[src/psq_pkg.sv]
// Package of constants, types and helpers for the plate scan sequencer
package psq_pkg;
  typedef enum logic [1:0] {
    PSQ_STD_SMALL, PSQ_STD_LARGE, PSQ_HR_SMALL, PSQ_HR_LARGE
  } psq_mode_type;
  typedef enum logic [1:0] {ST_IDLE, ST_WAIT, ST_ACQ} psq_state_type;

  localparam int CLK_PERIOD_NS = 5;
  localparam int STD_PERIOD_NS = 2800000;
  localparam int HR_PERIOD_NS = 5000000;
  localparam int STD_PERIOD_CYC = STD_PERIOD_NS / CLK_PERIOD_NS;
  localparam int HR_PERIOD_CYC = HR_PERIOD_NS / CLK_PERIOD_NS;
  localparam logic [10:0] PIX_STD = 11'h384;
  localparam logic [10:0] PIX_HR = 11'h5a0;
  localparam logic [11:0] LINES_STD_SMALL = 12'h514;
  localparam logic [11:0] LINES_STD_LARGE = 12'h640;
  localparam logic [11:0] LINES_HR_SMALL = 12'h820;
  localparam logic [11:0] LINES_HR_LARGE = 12'ha28;
  localparam int BUS_HALF_NS = 500;
  localparam int BUS_LEAD_NS = 1000;
  localparam logic [7:0] BUS_HALF_CYC = 8'(BUS_HALF_NS / CLK_PERIOD_NS);
  localparam logic [7:0] SLOT_CYC = 8'(2 * BUS_HALF_NS / CLK_PERIOD_NS);
  localparam logic [19:0] BUS_LEAD_CYC = 20'(BUS_LEAD_NS / CLK_PERIOD_NS);
  localparam logic [11:0] DELAY_MIN = 12'h064;
  localparam logic [11:0] DELAY_MAX = 12'hfa0;
  localparam logic [11:0] DELAY_RESET = 12'h064;
  localparam psq_mode_type MODE_RESET = PSQ_STD_SMALL;
  localparam int SPI_BITS = 16;
  localparam logic [2:0] ADDR_MODE = 3'h0;
  localparam logic [2:0] ADDR_DELAY = 3'h1;
  localparam logic [2:0] ADDR_STATUS = 3'h2;

  function automatic logic psq_is_hr(input psq_mode_type m);
    return (m == PSQ_HR_SMALL) || (m == PSQ_HR_LARGE);
  endfunction

  function automatic logic [10:0] psq_pix_count(input psq_mode_type m);
    return psq_is_hr(m) ? PIX_HR : PIX_STD;
  endfunction

  function automatic logic [11:0] psq_line_count(input psq_mode_type m);
    case (m)
      PSQ_STD_SMALL: return LINES_STD_SMALL;
      PSQ_STD_LARGE: return LINES_STD_LARGE;
      PSQ_HR_SMALL: return LINES_HR_SMALL;
      default: return LINES_HR_LARGE;
    endcase
  endfunction
endpackage

[src/psq_cfg_if.sv]
// Configuration and status carrier between serial port and sequencer
`timescale 1ns/100ps
`default_nettype none
interface psq_cfg_if;
  import psq_pkg::*;
  psq_mode_type mode;
  logic [11:0] trig_delay;
  logic spi_active;
  logic busy;
  logic fault;
  modport spi (output mode, trig_delay, spi_active, input busy, fault);
  modport core (input mode, trig_delay, spi_active, output busy, fault);
endinterface
`default_nettype wire

[src/psq_plate_scan_sequencer.sv]
// Top level frame sequencer and pixel bus driver of the plate reader
`timescale 1ns/100ps
`default_nettype none
module psq_plate_scan_sequencer #(
  parameter int MIRROR_STD_CYC = psq_pkg::STD_PERIOD_CYC,
  parameter int MIRROR_HR_CYC = psq_pkg::HR_PERIOD_CYC
) (
  input wire logic clock_i,
  input wire logic sys_rst_i,
  input wire logic sequence_trigger_in_i,
  input wire logic spi_sclk_i,
  input wire logic spi_mosi_i,
  input wire logic spi_ss_n_i,
  output logic spi_miso_o,
  output logic spi_miso_oe_n_o,
  input wire logic [15:0] adc_data_i,
  input wire logic overcurrent_i,
  input wire logic temp_sensor_open_i,
  input wire logic temp_abnormal_i,
  input wire logic supply_unstable_i,
  output logic frame_busy_o,
  output logic link_permit_o,
  output logic line_scan_o,
  output logic bus_clk_o,
  output logic bus_line_o,
  output logic [15:0] bus_data_o,
  output logic bias_supply_fault_o,
  output logic mirror_drive_o
);
  import psq_pkg::*;

  psq_cfg_if cfg_if ();

  psq_spi_slave u_spi (
    .clock_i(clock_i),
    .sys_rst_i(sys_rst_i),
    .spi_sclk_i(spi_sclk_i),
    .spi_mosi_i(spi_mosi_i),
    .spi_ss_n_i(spi_ss_n_i),
    .spi_miso_o(spi_miso_o),
    .spi_miso_oe_n_o(spi_miso_oe_n_o),
    .cfg(cfg_if.spi)
  );

  logic [4:0] meta_ff, sync_ff;
  logic trig_sync, fault_ff;
  psq_state_type st_ff, nxt_st;
  logic [19:0] pc_ff, nxt_pc, period_cyc, pix_end;
  logic [11:0] dly_ff, nxt_dly, line_ff, nxt_line, nlines;
  logic [7:0] slot_ff, nxt_slot;
  logic [15:0] data_ff, nxt_data;
  logic clk_ff, nxt_clk, lv_ff, nxt_lv, ls_ff, nxt_ls, mir_ff, nxt_mir;
  logic period_end, in_pix, in_line, last_line;

  // Trigger and fault pins pass two stages; fault is a registered OR of the four fault pins
  always_ff @(posedge clock_i or posedge sys_rst_i) begin
    if (sys_rst_i) begin
      meta_ff <= 5'h00;
      sync_ff <= 5'h00;
      fault_ff <= 1'b0;
    end else begin
      meta_ff <= {supply_unstable_i, temp_abnormal_i, temp_sensor_open_i,
                  overcurrent_i, sequence_trigger_in_i};
      sync_ff <= meta_ff;
      fault_ff <= |sync_ff[4:1];
    end
  end
  assign trig_sync = sync_ff[0];

  // Mode decides mirror period, pixel and line counts
  assign period_cyc = psq_is_hr(cfg_if.mode) ? 20'(MIRROR_HR_CYC)
                                             : 20'(MIRROR_STD_CYC);
  assign nlines = psq_line_count(cfg_if.mode);
  assign pix_end = BUS_LEAD_CYC
                 + 20'(psq_pix_count(cfg_if.mode)) * 20'(SLOT_CYC);
  // A shorter period after a mode change must still wrap, hence >=
  assign period_end = pc_ff >= period_cyc - 20'h00001;
  assign in_line = pc_ff < pix_end;
  assign in_pix = in_line && pc_ff >= BUS_LEAD_CYC;
  assign last_line = line_ff == nlines - 12'h001;

  // Sequencer and line timing next values
  always_comb begin
    nxt_st = st_ff;
    nxt_dly = dly_ff;
    nxt_line = line_ff;
    nxt_pc = period_end ? 20'h00000 : pc_ff + 20'h00001;
    nxt_mir = pc_ff < (period_cyc >> 1);
    nxt_slot = 8'h00;
    nxt_data = data_ff;
    nxt_clk = 1'b0;
    nxt_lv = 1'b0;
    nxt_ls = 1'b0;
    case (st_ff)
      ST_IDLE: begin
        // Waiting for a frame in flight on the serial port avoids racing
        // a setting change against the start
        if (trig_sync && !cfg_if.spi_active) begin
          nxt_st = ST_WAIT;
          nxt_dly = 12'h000;
        end
      end
      ST_WAIT: begin
        // Delay counts mirror periods; acquisition opens on a sweep start
        if (period_end) begin
          if (dly_ff + 12'h001 >= cfg_if.trig_delay) begin
            nxt_st = ST_ACQ;
            nxt_line = 12'h000;
          end else begin
            nxt_dly = dly_ff + 12'h001;
          end
        end
      end
      ST_ACQ: begin
        // Trigger is not looked at here, so retriggers are dropped
        if (period_end) begin
          if (last_line)
            nxt_st = ST_IDLE;
          else
            nxt_line = line_ff + 12'h001;
        end
        nxt_lv = in_line;
        nxt_ls = in_pix;
        if (in_pix) begin
          nxt_slot = (slot_ff == SLOT_CYC - 8'h01) ? 8'h00
                                                    : slot_ff + 8'h01;
          nxt_clk = slot_ff >= BUS_HALF_CYC;
          if (slot_ff == 8'h00)
            nxt_data = adc_data_i;
        end
      end
      default: nxt_st = ST_IDLE;
    endcase
  end

  // Register sequencer and bus state
  always_ff @(posedge clock_i or posedge sys_rst_i) begin
    if (sys_rst_i) begin
      st_ff <= ST_IDLE;
      pc_ff <= 20'h00000;
      dly_ff <= 12'h000;
      line_ff <= 12'h000;
      slot_ff <= 8'h00;
      data_ff <= 16'h0000;
      clk_ff <= 1'b0;
      lv_ff <= 1'b0;
      ls_ff <= 1'b0;
      mir_ff <= 1'b0;
    end else begin
      st_ff <= nxt_st;
      pc_ff <= nxt_pc;
      dly_ff <= nxt_dly;
      line_ff <= nxt_line;
      slot_ff <= nxt_slot;
      data_ff <= nxt_data;
      clk_ff <= nxt_clk;
      lv_ff <= nxt_lv;
      ls_ff <= nxt_ls;
      mir_ff <= nxt_mir;
    end
  end

  // Busy covers delay and acquisition; permit is its complement
  assign frame_busy_o = st_ff != ST_IDLE;
  assign link_permit_o = !frame_busy_o;
  assign line_scan_o = ls_ff;
  assign bus_clk_o = clk_ff;
  assign bus_line_o = lv_ff;
  assign bus_data_o = data_ff;
  assign bias_supply_fault_o = fault_ff;
  assign mirror_drive_o = mir_ff;
  assign cfg_if.busy = frame_busy_o;
  assign cfg_if.fault = fault_ff;
endmodule // psq_plate_scan_sequencer
`default_nettype wire

[src/psq_spi_slave.sv]
// Serial slave port holding mode and trigger delay settings
`timescale 1ns/100ps
`default_nettype none
module psq_spi_slave (
  input wire logic clock_i,
  input wire logic sys_rst_i,
  input wire logic spi_sclk_i,
  input wire logic spi_mosi_i,
  input wire logic spi_ss_n_i,
  output logic spi_miso_o,
  output logic spi_miso_oe_n_o,
  psq_cfg_if.spi cfg
);
  import psq_pkg::*;
  logic [2:0] meta_ff, sync_ff, prev_ff;
  logic [15:0] rx_ff, nxt_rx, tx_ff, nxt_tx, rd_ff, nxt_rd;
  logic [4:0] cnt_ff, nxt_cnt;
  psq_mode_type mode_ff, nxt_mode;
  logic [11:0] dly_ff, nxt_dly;
  logic sclk_rise, sclk_fall, ss_fall, ss_rise, sel;

  // Two stages before any logic looks at the host pins; reset to the idle
  // levels (select high, clock low) so no false edge follows reset
  always_ff @(posedge clock_i or posedge sys_rst_i) begin
    if (sys_rst_i) begin
      meta_ff <= 3'h4;
      sync_ff <= 3'h4;
      prev_ff <= 3'h4;
    end else begin
      meta_ff <= {spi_ss_n_i, spi_mosi_i, spi_sclk_i};
      sync_ff <= meta_ff;
      prev_ff <= sync_ff;
    end
  end

  // Clock edges count only while select is low
  assign sel = !sync_ff[2];
  assign sclk_rise = sel && sync_ff[0] && !prev_ff[0];
  assign sclk_fall = sel && !sync_ff[0] && prev_ff[0];
  assign ss_fall = !sync_ff[2] && prev_ff[2];
  assign ss_rise = sync_ff[2] && !prev_ff[2];

  // Shift in on rising clock, out on falling; decode when select ends
  always_comb begin
    nxt_rx = rx_ff;
    nxt_tx = tx_ff;
    nxt_rd = rd_ff;
    nxt_cnt = cnt_ff;
    nxt_mode = mode_ff;
    nxt_dly = dly_ff;
    if (ss_fall) begin
      nxt_tx = rd_ff; // Reply to the previous read frame
      nxt_cnt = 5'h00;
    end else if (sclk_rise) begin
      nxt_rx = {rx_ff[14:0], sync_ff[1]};
      nxt_cnt = cnt_ff + 5'h01;
    end else if (sclk_fall) begin
      nxt_tx = {tx_ff[14:0], 1'b0};
    end
    // Frames seen while busy are dropped; the host waits for permit
    if (ss_rise && cnt_ff == 5'(SPI_BITS) && !cfg.busy) begin
      if (rx_ff[15]) begin
        if (rx_ff[14:12] == ADDR_MODE)
          nxt_rd = {14'h0000, mode_ff};
        else if (rx_ff[14:12] == ADDR_DELAY)
          nxt_rd = {4'h0, dly_ff};
        else if (rx_ff[14:12] == ADDR_STATUS)
          nxt_rd = {14'h0000, cfg.fault, cfg.busy};
        else
          nxt_rd = 16'h0000;
      end else if (rx_ff[14:12] == ADDR_MODE) begin
        nxt_mode = psq_mode_type'(rx_ff[1:0]);
      end else if (rx_ff[14:12] == ADDR_DELAY) begin
        // Out of range delays are clamped to the legal span
        if (rx_ff[11:0] < DELAY_MIN)
          nxt_dly = DELAY_MIN;
        else if (rx_ff[11:0] > DELAY_MAX)
          nxt_dly = DELAY_MAX;
        else
          nxt_dly = rx_ff[11:0];
      end
    end
  end

  // Register the port state
  always_ff @(posedge clock_i or posedge sys_rst_i) begin
    if (sys_rst_i) begin
      rx_ff <= 16'h0000;
      tx_ff <= 16'h0000;
      rd_ff <= 16'h0000;
      cnt_ff <= 5'h00;
      mode_ff <= MODE_RESET;
      dly_ff <= DELAY_RESET;
    end else begin
      rx_ff <= nxt_rx;
      tx_ff <= nxt_tx;
      rd_ff <= nxt_rd;
      cnt_ff <= nxt_cnt;
      mode_ff <= nxt_mode;
      dly_ff <= nxt_dly;
    end
  end

  assign spi_miso_o = tx_ff[15];
  assign spi_miso_oe_n_o = !sel;
  assign cfg.mode = mode_ff;
  assign cfg.trig_delay = dly_ff;
  assign cfg.spi_active = sel;
endmodule // psq_spi_slave
`default_nettype wire

[config.mk]
export PLATFORM = sky130hd
export DESIGN_NAME = psq_plate_scan_sequencer
export DESIGN_NICKNAME = d
export VERILOG_FILES = /design/src/psq_pkg.sv /design/src/psq_cfg_if.sv /design/src/psq_plate_scan_sequencer.sv /design/src/psq_spi_slave.sv
export SDC_FILE = /design/constraint.sdc
export NUM_CORES = 1
export LEC_CHECK = 0
export ABC_AREA = 1
export BUFFER_PORTS_ARGS = -buffer_cell sky130_fd_sc_hd__buf_4
export CAP_MARGIN = 20
export CORE_MARGIN = 1.5
export CORE_UTILIZATION = 45
export DETAILED_ROUTE_END_ITERATION = 10
export SLEW_MARGIN = 5
export SYNTH_ARGS = -nofsm -noshare
export SYNTH_HDL_FRONTEND = slang
export SYNTH_SLANG_ARGS = --single-unit
[constraint.sdc]
create_clock -name clock_i -period 7.3 [get_ports clock_i]
set_input_delay 0.365 -clock clock_i [delete_from_list [all_inputs] [get_ports clock_i]]
set_output_delay 0.365 -clock clock_i [all_outputs]
set_load 0.03 [all_outputs]
[Word level (Yosys, flattened, before mapping)]
Index checks and enable logic that the tools add are counted.
W data, S select, Z words.
Word-level totals
  flip-flop bits (word level): 161
  output and inout port bits: 25
  logic and storage cells: 131
Cells by class
  add/sub/neg operators: 8
  multipliers: 1
  order comparisons: 8
  equality and inequality tests: 18
  multiplexer cells: 36
  bitwise logic cells: 3
  reductions and logical operators: 35
Operators by type and width (number)
  $mux W12: 9
  $mux W16: 5
  $pmux W12 S2: 2
  $pmux W12 S3: 1
  $add A12 B1 Y12 const B: 2
  $mux W8: 3
  $add A20 B1 Y20 const B: 1
  $add A8 B19 Y20 const A: 1
  $ge A20 B20 Y1: 1
  $ge A20 B8 Y1 const B: 1
  $lt A20 B19 Y1: 1
  $lt A20 B20 Y1: 1
  $mux W20: 1
  $sub A20 B1 Y20 const B: 1
  $mux W19: 1
  $mul A11 B5 Y16 const B: 1
  $ne A2 B2 Y1 const B: 8
  $eq A12 B12 Y1: 1
  $ge A12 B12 Y1: 1
  $gt A12 B12 Y1 const B: 1
  $lt A12 B7 Y1 const B: 1
  $mux W2: 6
  $sub A12 B1 Y12 const B: 1
  $mux W11: 1
  other kinds (25): 57

[Depth between registers and ports, before layout]
Gate-level depths: netlist of run 1.
  depth after elaboration: 9
  gate-level depth with buffers: 18
  gate-level depth less buffers: 17

[By module]
Synthesis of run 1 repeated with hierarchy kept, for this count alone.
Unflattened totals
  cells, all modules: 1077
  area total of the unflattened synthesis: 8669.6 um^2
By module, submodules not included
  psq_plate_scan_sequencer: times used 1, cells an instance 732, area each 5540.3 um^2, seq. area each 2127.0 um^2
  psq_spi_slave: times used 1, cells an instance 345, area each 3129.3 um^2, seq. area each 1784.2 um^2

[Worst setup path after synthesis of run 1]
No wires, ideal clock.
  kind: register -> register
  start point: register dly_ff[0]
  end point: register dly_ff[0]
  library setup time: 0.066 ns
  data arrival time: 2.307 ns
  path slack: 4.926 ns
  cell stages (with the launch flop): 15
  path buffers: 1
  clock period less this slack: 2.374 ns
  cell sequence: dfrtp_1 -> ha_1 -> nand3_1 -> nor3_1 -> or2_2 -> nand2_1 -> ha_1 -> nand4_1 -> a21oi_1 -> nor2_1 -> nand2_1 -> nand2_1 -> clkbuf_1 -> nand4_1 -> nand2_1
On the way
  longest elaborated chain between the ends: 4
RTL lines
  from (decl): line psq_plate_scan_sequencer.sv:49  | logic [11:0] dly_ff, nxt_dly, line_ff, nxt_line, nlines;
  from (signal assigned): line psq_plate_scan_sequencer.sv:152  | dly_ff <= nxt_dly;
  $add A12 B1 Y12 (*): line psq_plate_scan_sequencer.sv:106, psq_plate_scan_sequencer.sv:110
  $ge A12 B12 Y1 or $mux W12 (tied branches): line psq_plate_scan_sequencer.sv:106  | if (dly_ff + 12'h001 >= cfg_if.trig_delay) begin
  $ne A2 B2 Y1 (no line) or $mux W12 (tied branches)
  $reduce_and A4 Y1 (no line) or $pmux W12 S2 (tied branches)
Mark *: on every way between the ends. The rest lies on a longest branch, timed or not. The select of a mux whose other input is x is not followed.
A chain may end at the register's enable or synchronous reset.

[Worst setup path after layout of run 1]
  start point: register u_spi.mode_ff[1] (netlist: u_spi.cfg.mode[1])
  end point: register pc_ff[14]
On the way
  longest elaborated chain between the ends: 6
RTL lines
  from (decl): line psq_spi_slave.sv:18  | psq_mode_type mode_ff, nxt_mode;
  from (signal assigned): line psq_spi_slave.sv:99  | mode_ff <= nxt_mode;
  $eq A2 B2 Y1: line psq_pkg.sv:34  | return (m == PSQ_HR_SMALL) || (m == PSQ_HR_LARGE);
  $logic_or A1 B1 Y1 (*): line psq_pkg.sv:34
  $mux W19 (*): line psq_plate_scan_sequencer.sv:71  | assign period_cyc = psq_is_hr(cfg_if.mode) ? 20'(MIRROR_HR_CYC)
  $sub A20 B1 Y20 (*): line psq_plate_scan_sequencer.sv:77  | assign period_end = pc_ff >= period_cyc - 20'h00001;
  $ge A20 B20 Y1 (*): line psq_plate_scan_sequencer.sv:77
  $mux W20 (*): line psq_plate_scan_sequencer.sv:87  | nxt_pc = period_end ? 20'h00000 : pc_ff + 20'h00001;
  named net nxt_pc[14]: line psq_plate_scan_sequencer.sv:48  | logic [19:0] pc_ff, nxt_pc, period_cyc, pix_end;
  to (signal assigned): line psq_plate_scan_sequencer.sv:151  | pc_ff <= nxt_pc;
  to (decl): line psq_plate_scan_sequencer.sv:48
The timed path passes the listed nets; every way through them passes the cells marked *.

==> impl_metrics.csv, run 1 <==
group,metric,value,unit
logic_synthesis,async_reset_ff_share,100,%
drt,vias_per_cell,5.15,
place,place.gp.congestion,0.911,
clock_network,clk_pin_slew,70,ps
grt,grt_pass1_wl,32.5,mm
clock_network,cts_root_buf,"clkbuf_16",
worst_hold_path,min-delay-path-class,"input pin to flop",
power_and_ir_drop,powerDensity,206,nW/um^2
final_layout,fin_util,51.7,%
grt,grt_pass1_vias,6772,
sta,drv_slew,0,
grt,grt_max_degree,81,
clock_network,cts.sinks,156,
drt,drt_iter0_drc,470,
logic_synthesis,yosysSeqAreaShare,45.8,%
power_and_ir_drop,p_leak,4.69,nW
setup_path,worstPathMaxFanout,21,
grt,grt_overflow,0,
power_and_ir_drop,peakVddDrop,0.153,mV
logic_synthesis,synth_area_leader_cell,"dfrtp_1",
flow_run,maxCapViolations,0,
place,hpwl,13.2,mm
worst_hold_path,min-delay-start,"spi_sclk_i",
run_status,status,"finished, final reports clean",
grt,track_usage,20.2,%
clock_network,post_cts_buffers,0,
clock_network,cts_tree,"built",
drt,firstDrtPassIters,8,
final_layout,antenna_cells,0,
clock_network,numCtsBuffers,17,
logic_synthesis,syn_inst,1072,
sta,setup_tns,0,ps
sta,rsz0062_at_grt,"no",
sta,setup_violations,0,
sta,hold_viol,0,
clock_network,cts-htree-levels,4,
setup_path,worst-endpoint-required,7620,ps
logic_synthesis,synthTopCellsByCount,"nand2_1, dfrtp_1, nor2_1",
setup_path,worst_path_max_delay_cell,"dfrtp_1",
logic_synthesis,syn_nets,1140,
sta,fin_crit,3090,ps
drt,antenna_left,0,
logic_synthesis,ys_warn_count,0,
final_layout,syn_to_final_growth,12.8,%
logic_synthesis,ys_top_cells_by_area,"dfrtp_1, nand2_1, ha_1, nor2_1, inv_1",
setup_path,cp-start-kind,"flop",
die,start_util,45.8,%
die,die_y,141,um
drt,wl_per_cell,13.7,um
clock_network,cts_resized,0,
place,port_buffers,50,
sta,fmax,323,MHz
die,core,18600,um^2
logic_synthesis,synth_top_area_share,44.0,%
setup_path,r2r_start,"u_spi.cfg.mode[1]",
sta,skew,12.4,ps
power_and_ir_drop,finalPower,1.99,mW
logic_synthesis,netlist_area,8540,um^2
grt,antenna_found_initial,0,
logic_synthesis,ys.flop_type,"dfrtp_1",
setup_path,max_stage_delay,760,ps
setup_path,cp-startpoint,"u_spi.cfg.mode[1]",
setup_path,critPathKind,"flop to flop",
sta,relSlewSlack,33.0,%
setup_path,endpoint_kind,"flop",
logic_synthesis,synth.ff_latch_count,156,
die,rows,50,
clock_network,worstSkewPairLatency,430,ps
logic_synthesis,synth.avg_cell_area,7.96,um^2
drt,drc,0,
final_layout,drive_gt1_share,12.1,%
die,ioPinCount,51,
sta,tightest_slew,1000,ps
logic_synthesis,synth_most_common_cell,"nand2_1",
logic_synthesis,yosysUniqueCellTypes,52,
clock_network,cts-hold-fix-buffers,0,
die,die_area,19800,um^2
die,dieWidth,141,um
clock_network,cts.path.max_buffers,2,
sta,hold_ws,44.3,ps
final_layout,nets,1182,
drt,vias,7008,
sta,fin_crit_sh,42.4,%
drt,routed_wl,18.7,mm
logic_synthesis,synth_edf_count,0,
setup_path,crit_arrival,3410,ps
setup_path,cp_cell_sequence,"inv_1 > ha_1 > inv_2 > a21oi_1 > o21ai_1 > a21oi_4 > nand2_1 > a211oi_1",
[flip-flops by register name (all words and copies together), names as in the netlist, 3 cells and up]
signal and cells:
u_spi.sync_ff 3, u_spi.meta_ff 3, u_spi.rx_ff 16, u_spi.cnt_ff 5, slot_ff 8, u_spi.cfg.trig_delay 12
pc_ff 20, bus_data_o 16, dly_ff 12, meta_ff 5, u_spi.rd_ff 12, u_spi.tx_ff 16
sync_ff 5, line_ff 12
[through the flow]
stage	setup WS (ps)	cell area [um^2]	cells
floorplan	2740	8540	1072
global placement	4110	9080	1329
detailed placement	4130	9080	1329
CTS	4130	9630	1361
global route	3890	9630	1361
finish	4210	9630	1361
[placed cells by master, fill, tap and decap left out, types with 2 or more instances in the layout]
| cell type | synthesis | final |
|---|---|---|
| a211oi_1 | 3 | 3 |
| a21oi_1 | 29 | 29 |
| a221oi_1 | 8 | 8 |
| a22oi_1 | 2 | 2 |
| a31oi_1 | 2 | 2 |
| buf_4 | 3 | 54 |
| clkbuf_16 | 0 | 17 |
| clkinv_4 | 0 | 3 |
| clkinvlp_4 | 0 | 3 |
| dfrtp_1 | 150 | 150 |
| dfstp_2 | 6 | 6 |
| ha_1 | 42 | 42 |
| inv_1 | 117 | 116 |
| inv_2 | 12 | 12 |
| inv_6 | 0 | 6 |
| nand2_1 | 277 | 277 |
| nand2_2 | 3 | 3 |
| nand2_4 | 2 | 2 |
| nand3_1 | 47 | 47 |
| nand3_2 | 6 | 6 |
| nand4_1 | 59 | 59 |
| nor2_1 | 124 | 123 |
| nor2_2 | 8 | 9 |
| nor2_4 | 2 | 2 |
| nor3_1 | 35 | 35 |
| nor3_2 | 2 | 2 |
| nor3b_1 | 6 | 6 |
| nor4_1 | 3 | 3 |
| o21ai_0 | 38 | 38 |
| o21ai_1 | 14 | 14 |
| o21bai_1 | 2 | 2 |
| o22ai_1 | 4 | 4 |
| o31ai_1 | 2 | 2 |
| xnor2_1 | 5 | 5 |
| xor2_1 | 15 | 15 |
[worst paths after layout]
path | endpoint | slack, ps | cells after the start
min in group asynchronous | pc_ff[1] | 60 | 2
worst max-delay path | pc_ff[14] | 4210 | 8
worst max register to register | pc_ff[14] | 4210 | 8
worst min-delay path | u_spi.meta_ff[0] | 40 | 1
worst min register to register | sync_ff[0] | 350 | 0
max in group asynchronous | u_spi.rd_ff[3] | 5790 | 3
[critical path, delay by kind of cell, from the launching register on]
family / cells / cell delay [ps]
buf+inv: 2 / 430
fa+ha+maj: 1 / 410
simple gates: 1 / 510
flops: 1 / 760
compound gates: 4 / 890
[power by group]
part	internal [mW]	leakage (nW)	switching, mW
Combinational	0.0670	2.44	0.158
Sequential	0.901	1.98	0.0280
Clock	0.452	0.263	0.380
[layer usage]
| metal | vias up | GRT usage (%) | part of all wire, % |
|---|---|---|---|
| met1 | 3275 | 26.8 | 47 |
| met3 | 20 | 4.21 | 3.5 |
| met4 | 0 | 5.26 | 1.3 |
| met5 | - | 0 | 0 |
| met2 | 116 | 33.9 | 48 |
| li1 | 3597 | - | - |
[cell type report]
cell class | instances | area (um^2)
Fill cell | 1813 | 9010
Clock buffer | 19 | 443
Multi-Input combinational cell | 755 | 3980
Clock inverter | 13 | 109
Timing Repair Buffer | 54 | 405
Sequential cell | 156 | 3910
Inverter | 130 | 493
Tap cell | 234 | 293
[cells by family after synthesis]
kind of cell,Yosys count,synth area share (%)
mux,1,0.132
buf+inv,161,7.65
flops,156,45.8
compound gates,111,7.61
fa+ha+maj,42,6.16
simple gates,581,30.6
xor+xnor,20,2.05
Power figures use the tool's default switching activity.
==> run 2, diff against run 1 <==
Settings changed: ABC_AREA 1 to 0.
Clock period 7.3 ns to 3.24 ns, I/O delays scaled along.
==> run 2 against run 1 <==
Net effect:
- sequential power up 120%
- critical path depth increased by 2
- clock skew shrank 2.3 ps
- critical path type unchanged
==> impl_metrics.csv, run 2 <==
group,metric,value,unit
die,ioPinCount,51,
grt,grt_overflow,0,
die,die_y,136,um
clock_network,cts.sinks,156,
setup_path,r2r_end,"line_ff[10]",
setup_path,crit_arrival,3350,ps
drt,drc,0,
sta,setup_slack,193,ps
drt,vias_per_cell,5.46,
die,dieWidth,136,um
final_layout,antenna_cells,0,
place,place.gp.congestion,0.792,
sta,fin_crit_sh,94.1,%
power_and_ir_drop,peakVddDrop,0.396,mV
drt,wl_per_cell,15.3,um
final_layout,drive_gt1_share,19.3,%
setup_path,r2r_start,"dly_ff[2]",
place,hpwl,11.6,mm
clock_network,worstSkewPairLatency,420,ps
logic_synthesis,netlist_area,7930,um^2
drt,antenna_left,0,
sta,setup_tns,0,ps
run_status,status,"finished, final reports clean",
logic_synthesis,synth.ff_latch_count,156,
setup_path,endpoint_kind,"flop",
die,core,17200,um^2
final_layout,top_register,"pc_ff",
die,rows,48,
drt,drt_iter0_drc,406,
clock_network,cts.path.max_buffers,2,
sta,hold_viol,0,
flow_run,maxCapViolations,0,
setup_path,setup.worst_path.end,"line_ff[10]",
logic_synthesis,synth.avg_cell_area,10.3,um^2
setup_path,cp.depth,10,
final_layout,nets,919,
grt,track_usage,19.3,%
logic_synthesis,ys_top_cells_by_area,"dfrtp_1, ha_1, mux2_2, nand2_1, nand3_1",
logic_synthesis,synth_top_family_by_area,"simple AND/OR/NAND/NOR gates",
place,placed_cell_area,8630,um^2
setup_path,cp-startpoint,"dly_ff[2]",
die,die_area,18400,um^2
setup_path,crit_buf_inv,0,
setup_path,cpMostUsedCell,"nand4_1",
place,place_inst,1029,
worst_hold_path,min-delay-path-class,"input pin to async pin",
grt,grt_pass1_vias,6041,
grt,antenna_found_initial,0,
sta,fmax,328,MHz
sta,drv_slew,0,
final_layout,largest_register_ffs,20,
logic_synthesis,synth_simple_gate_area_share,18.8,%
logic_synthesis,synth_most_common_cell,"dfrtp_1",
sta,fin_crit,3050,ps
setup_path,cp-start-kind,"flop",
logic_synthesis,syn_inst,768,
logic_synthesis,ys_warn_count,0,
logic_synthesis,syn_nets,836,
drt,firstDrtPassIters,5,
place,port_buffers,50,
sta,setup_violations,0,
final_layout,syn_to_final_growth,20.9,%
logic_synthesis,async_reset_ff_share,100,%
setup_path,worst-endpoint-required,3550,ps
clock_network,numCtsBuffers,17,
clock_network,cts_root_buf,"clkbuf_16",
power_and_ir_drop,p_leak,4.44,nW
sta,relSlewSlack,49.6,%
logic_synthesis,yosysSeqAreaShare,49.3,%
setup_path,worstPathMaxFanout,9,
grt,grt_pass1_wl,28.3,mm
setup_path,max_stage_delay,420,ps
setup_path,reg2reg_slack,190,ps
logic_synthesis,synth_xor_area_share,4.53,%
final_layout,fin_area,9590,um^2
final_layout,fin_util,55.6,%
grt,grt_max_degree,72,
logic_synthesis,synth_mux_area_share,7.68,%
drt,routed_wl,16.7,mm
logic_synthesis,synth_area_leader_cell,"dfrtp_1",
clock_network,cts_tree,"built",
drt,vias,5948,
logic_synthesis,yosysUniqueCellTypes,66,
setup_path,crit_family,"compound AO/OA/AOI/OAI gates",
sta,skew,10.1,ps
clock_network,clk_pin_slew,60,ps
final_layout,finalNonFillerCells,1089,
clock_network,cts-htree-levels,4,
place,dp_worst_setup_slack,31.9,ps
logic_synthesis,ys.flop_type,"dfrtp_1",
logic_synthesis,synth_top_area_share,47.3,%
die,start_util,46.0,%
final_layout,nFillCells,1461,
power_and_ir_drop,powerDensity,466,nW/um^2
logic_synthesis,synth_compound_area_share,9.83,%
final_layout,layout.cells.most_common_list,"dfrtp_1, nand2_1, buf_4, nor2_1, nand3_1",
setup_path,cp_cell_sequence,"and2_1 > nand4_1 > nor3_2 > xor2_1 > ha_1 > nand4_1 > a2111oi_4 > o21bai_1 > a211o_4 > a221o_1",
setup_path,worstRegToRegCells,10,
sta,tightest_slew,755,ps
logic_synthesis,synth_edf_count,0,
setup_path,worst_path_max_delay_cell,"dfrtp_2",
final_layout,final_common_cell,"dfrtp_1",
logic_synthesis,synth_fa_ha_area_share,6.62,%
setup_path,critPathKind,"flop to flop",
logic_synthesis,synthTopCellsByCount,"dfrtp_1, nand2_1, nor2_1",
## run 2: cell count changes after synthesis, sizes merged, moves of 19 or more
cell,before,now
inv,129,27
mux2,1,39
nand2,282,81
nand4,60,16
nor2,134,60
nor3,37,15
o21ai,52,33
## run 2: cell type report
type | instances | area, um^2 | area share (%)
clock buffers | 19 | 443 | 4.62
multi-input cells | 550 | 3800 | 39.6
well taps | 225 | 282 | 2.94
inverters | 27 | 105 | 1.10
flip-flops and latches | 156 | 3920 | 40.8
repair buffers | 99 | 831 | 8.67
clock inverters | 13 | 213 | 2.22
## run 2: worst min-delay path by stage
stage                    start                to  slack, ps  cells past startpoint
floorplan           spi_ss_n_i  u_spi.meta_ff[2]        170                      0
global placement     sys_rst_i          pc_ff[2]        150                      2
detailed placement   sys_rst_i          pc_ff[4]        160                      2
CTS                  sys_rst_i          pc_ff[8]        270                      3
global route         sys_rst_i          pc_ff[2]        300                      3
finish               sys_rst_i          pc_ff[4]        280                      3
## run 2: power by group
| group | switching [mW] | internal, mW | leakage, nW |
|---|---|---|---|
| combinational | 0.121 | 0.105 | 2.05 |
| sequential | 0.0394 | 1.99 | 2.08 |
| clock | 0.816 | 1.39 | 0.310 |
| total | 0.976 | 3.49 | 4.44 |
## run 2: worst min-delay path, stage by stage
cell           delay [ps]
dlygate4sd3_1         540
buf_4                 140
clkinvlp_4            250
## run 2: cell families (layout without fill, tap and decap cells)
kind of cell    Yosys count  in the layout
flops                   156            156
fa+ha+maj                42             42
mux                      56             56
buf+inv                  62            158
compound gates          112            112
xor+xnor                 41             41
simple gates            299            299
## run 2: layer usage
layer | share of wire (%) | GRT usage, % | wire length [um]
met5 | 0 | 0 | 0
met4 | 1.6 | 6.09 | 261
met3 | 2.4 | 4.15 | 400
met2 | 51 | 32.8 | 8520
met1 | 45 | 24.5 | 7520
## run 2: timing repair
| action | CTS | global route |
|---|---|---|
| gates resized for setup | 1 | 7 |
| buffers inserted | 0 | 3 |
| pin swaps | 0 | 3 |
| hold endpoints to repair | 34 | 0 |
| hold buffers | 25 | 0 |
| endpoints found under the setup margin | 4 | 21 |
## run 2: metrics by stage
step           hold WS, ps  total power [mW]
4_1_cts                267              4.51
3_3_place_gp           155              2.26
5_1_grt                296              4.62
6_report               281              4.47
2_1_floorplan          166              2.18
3_5_place_dp           162              2.27
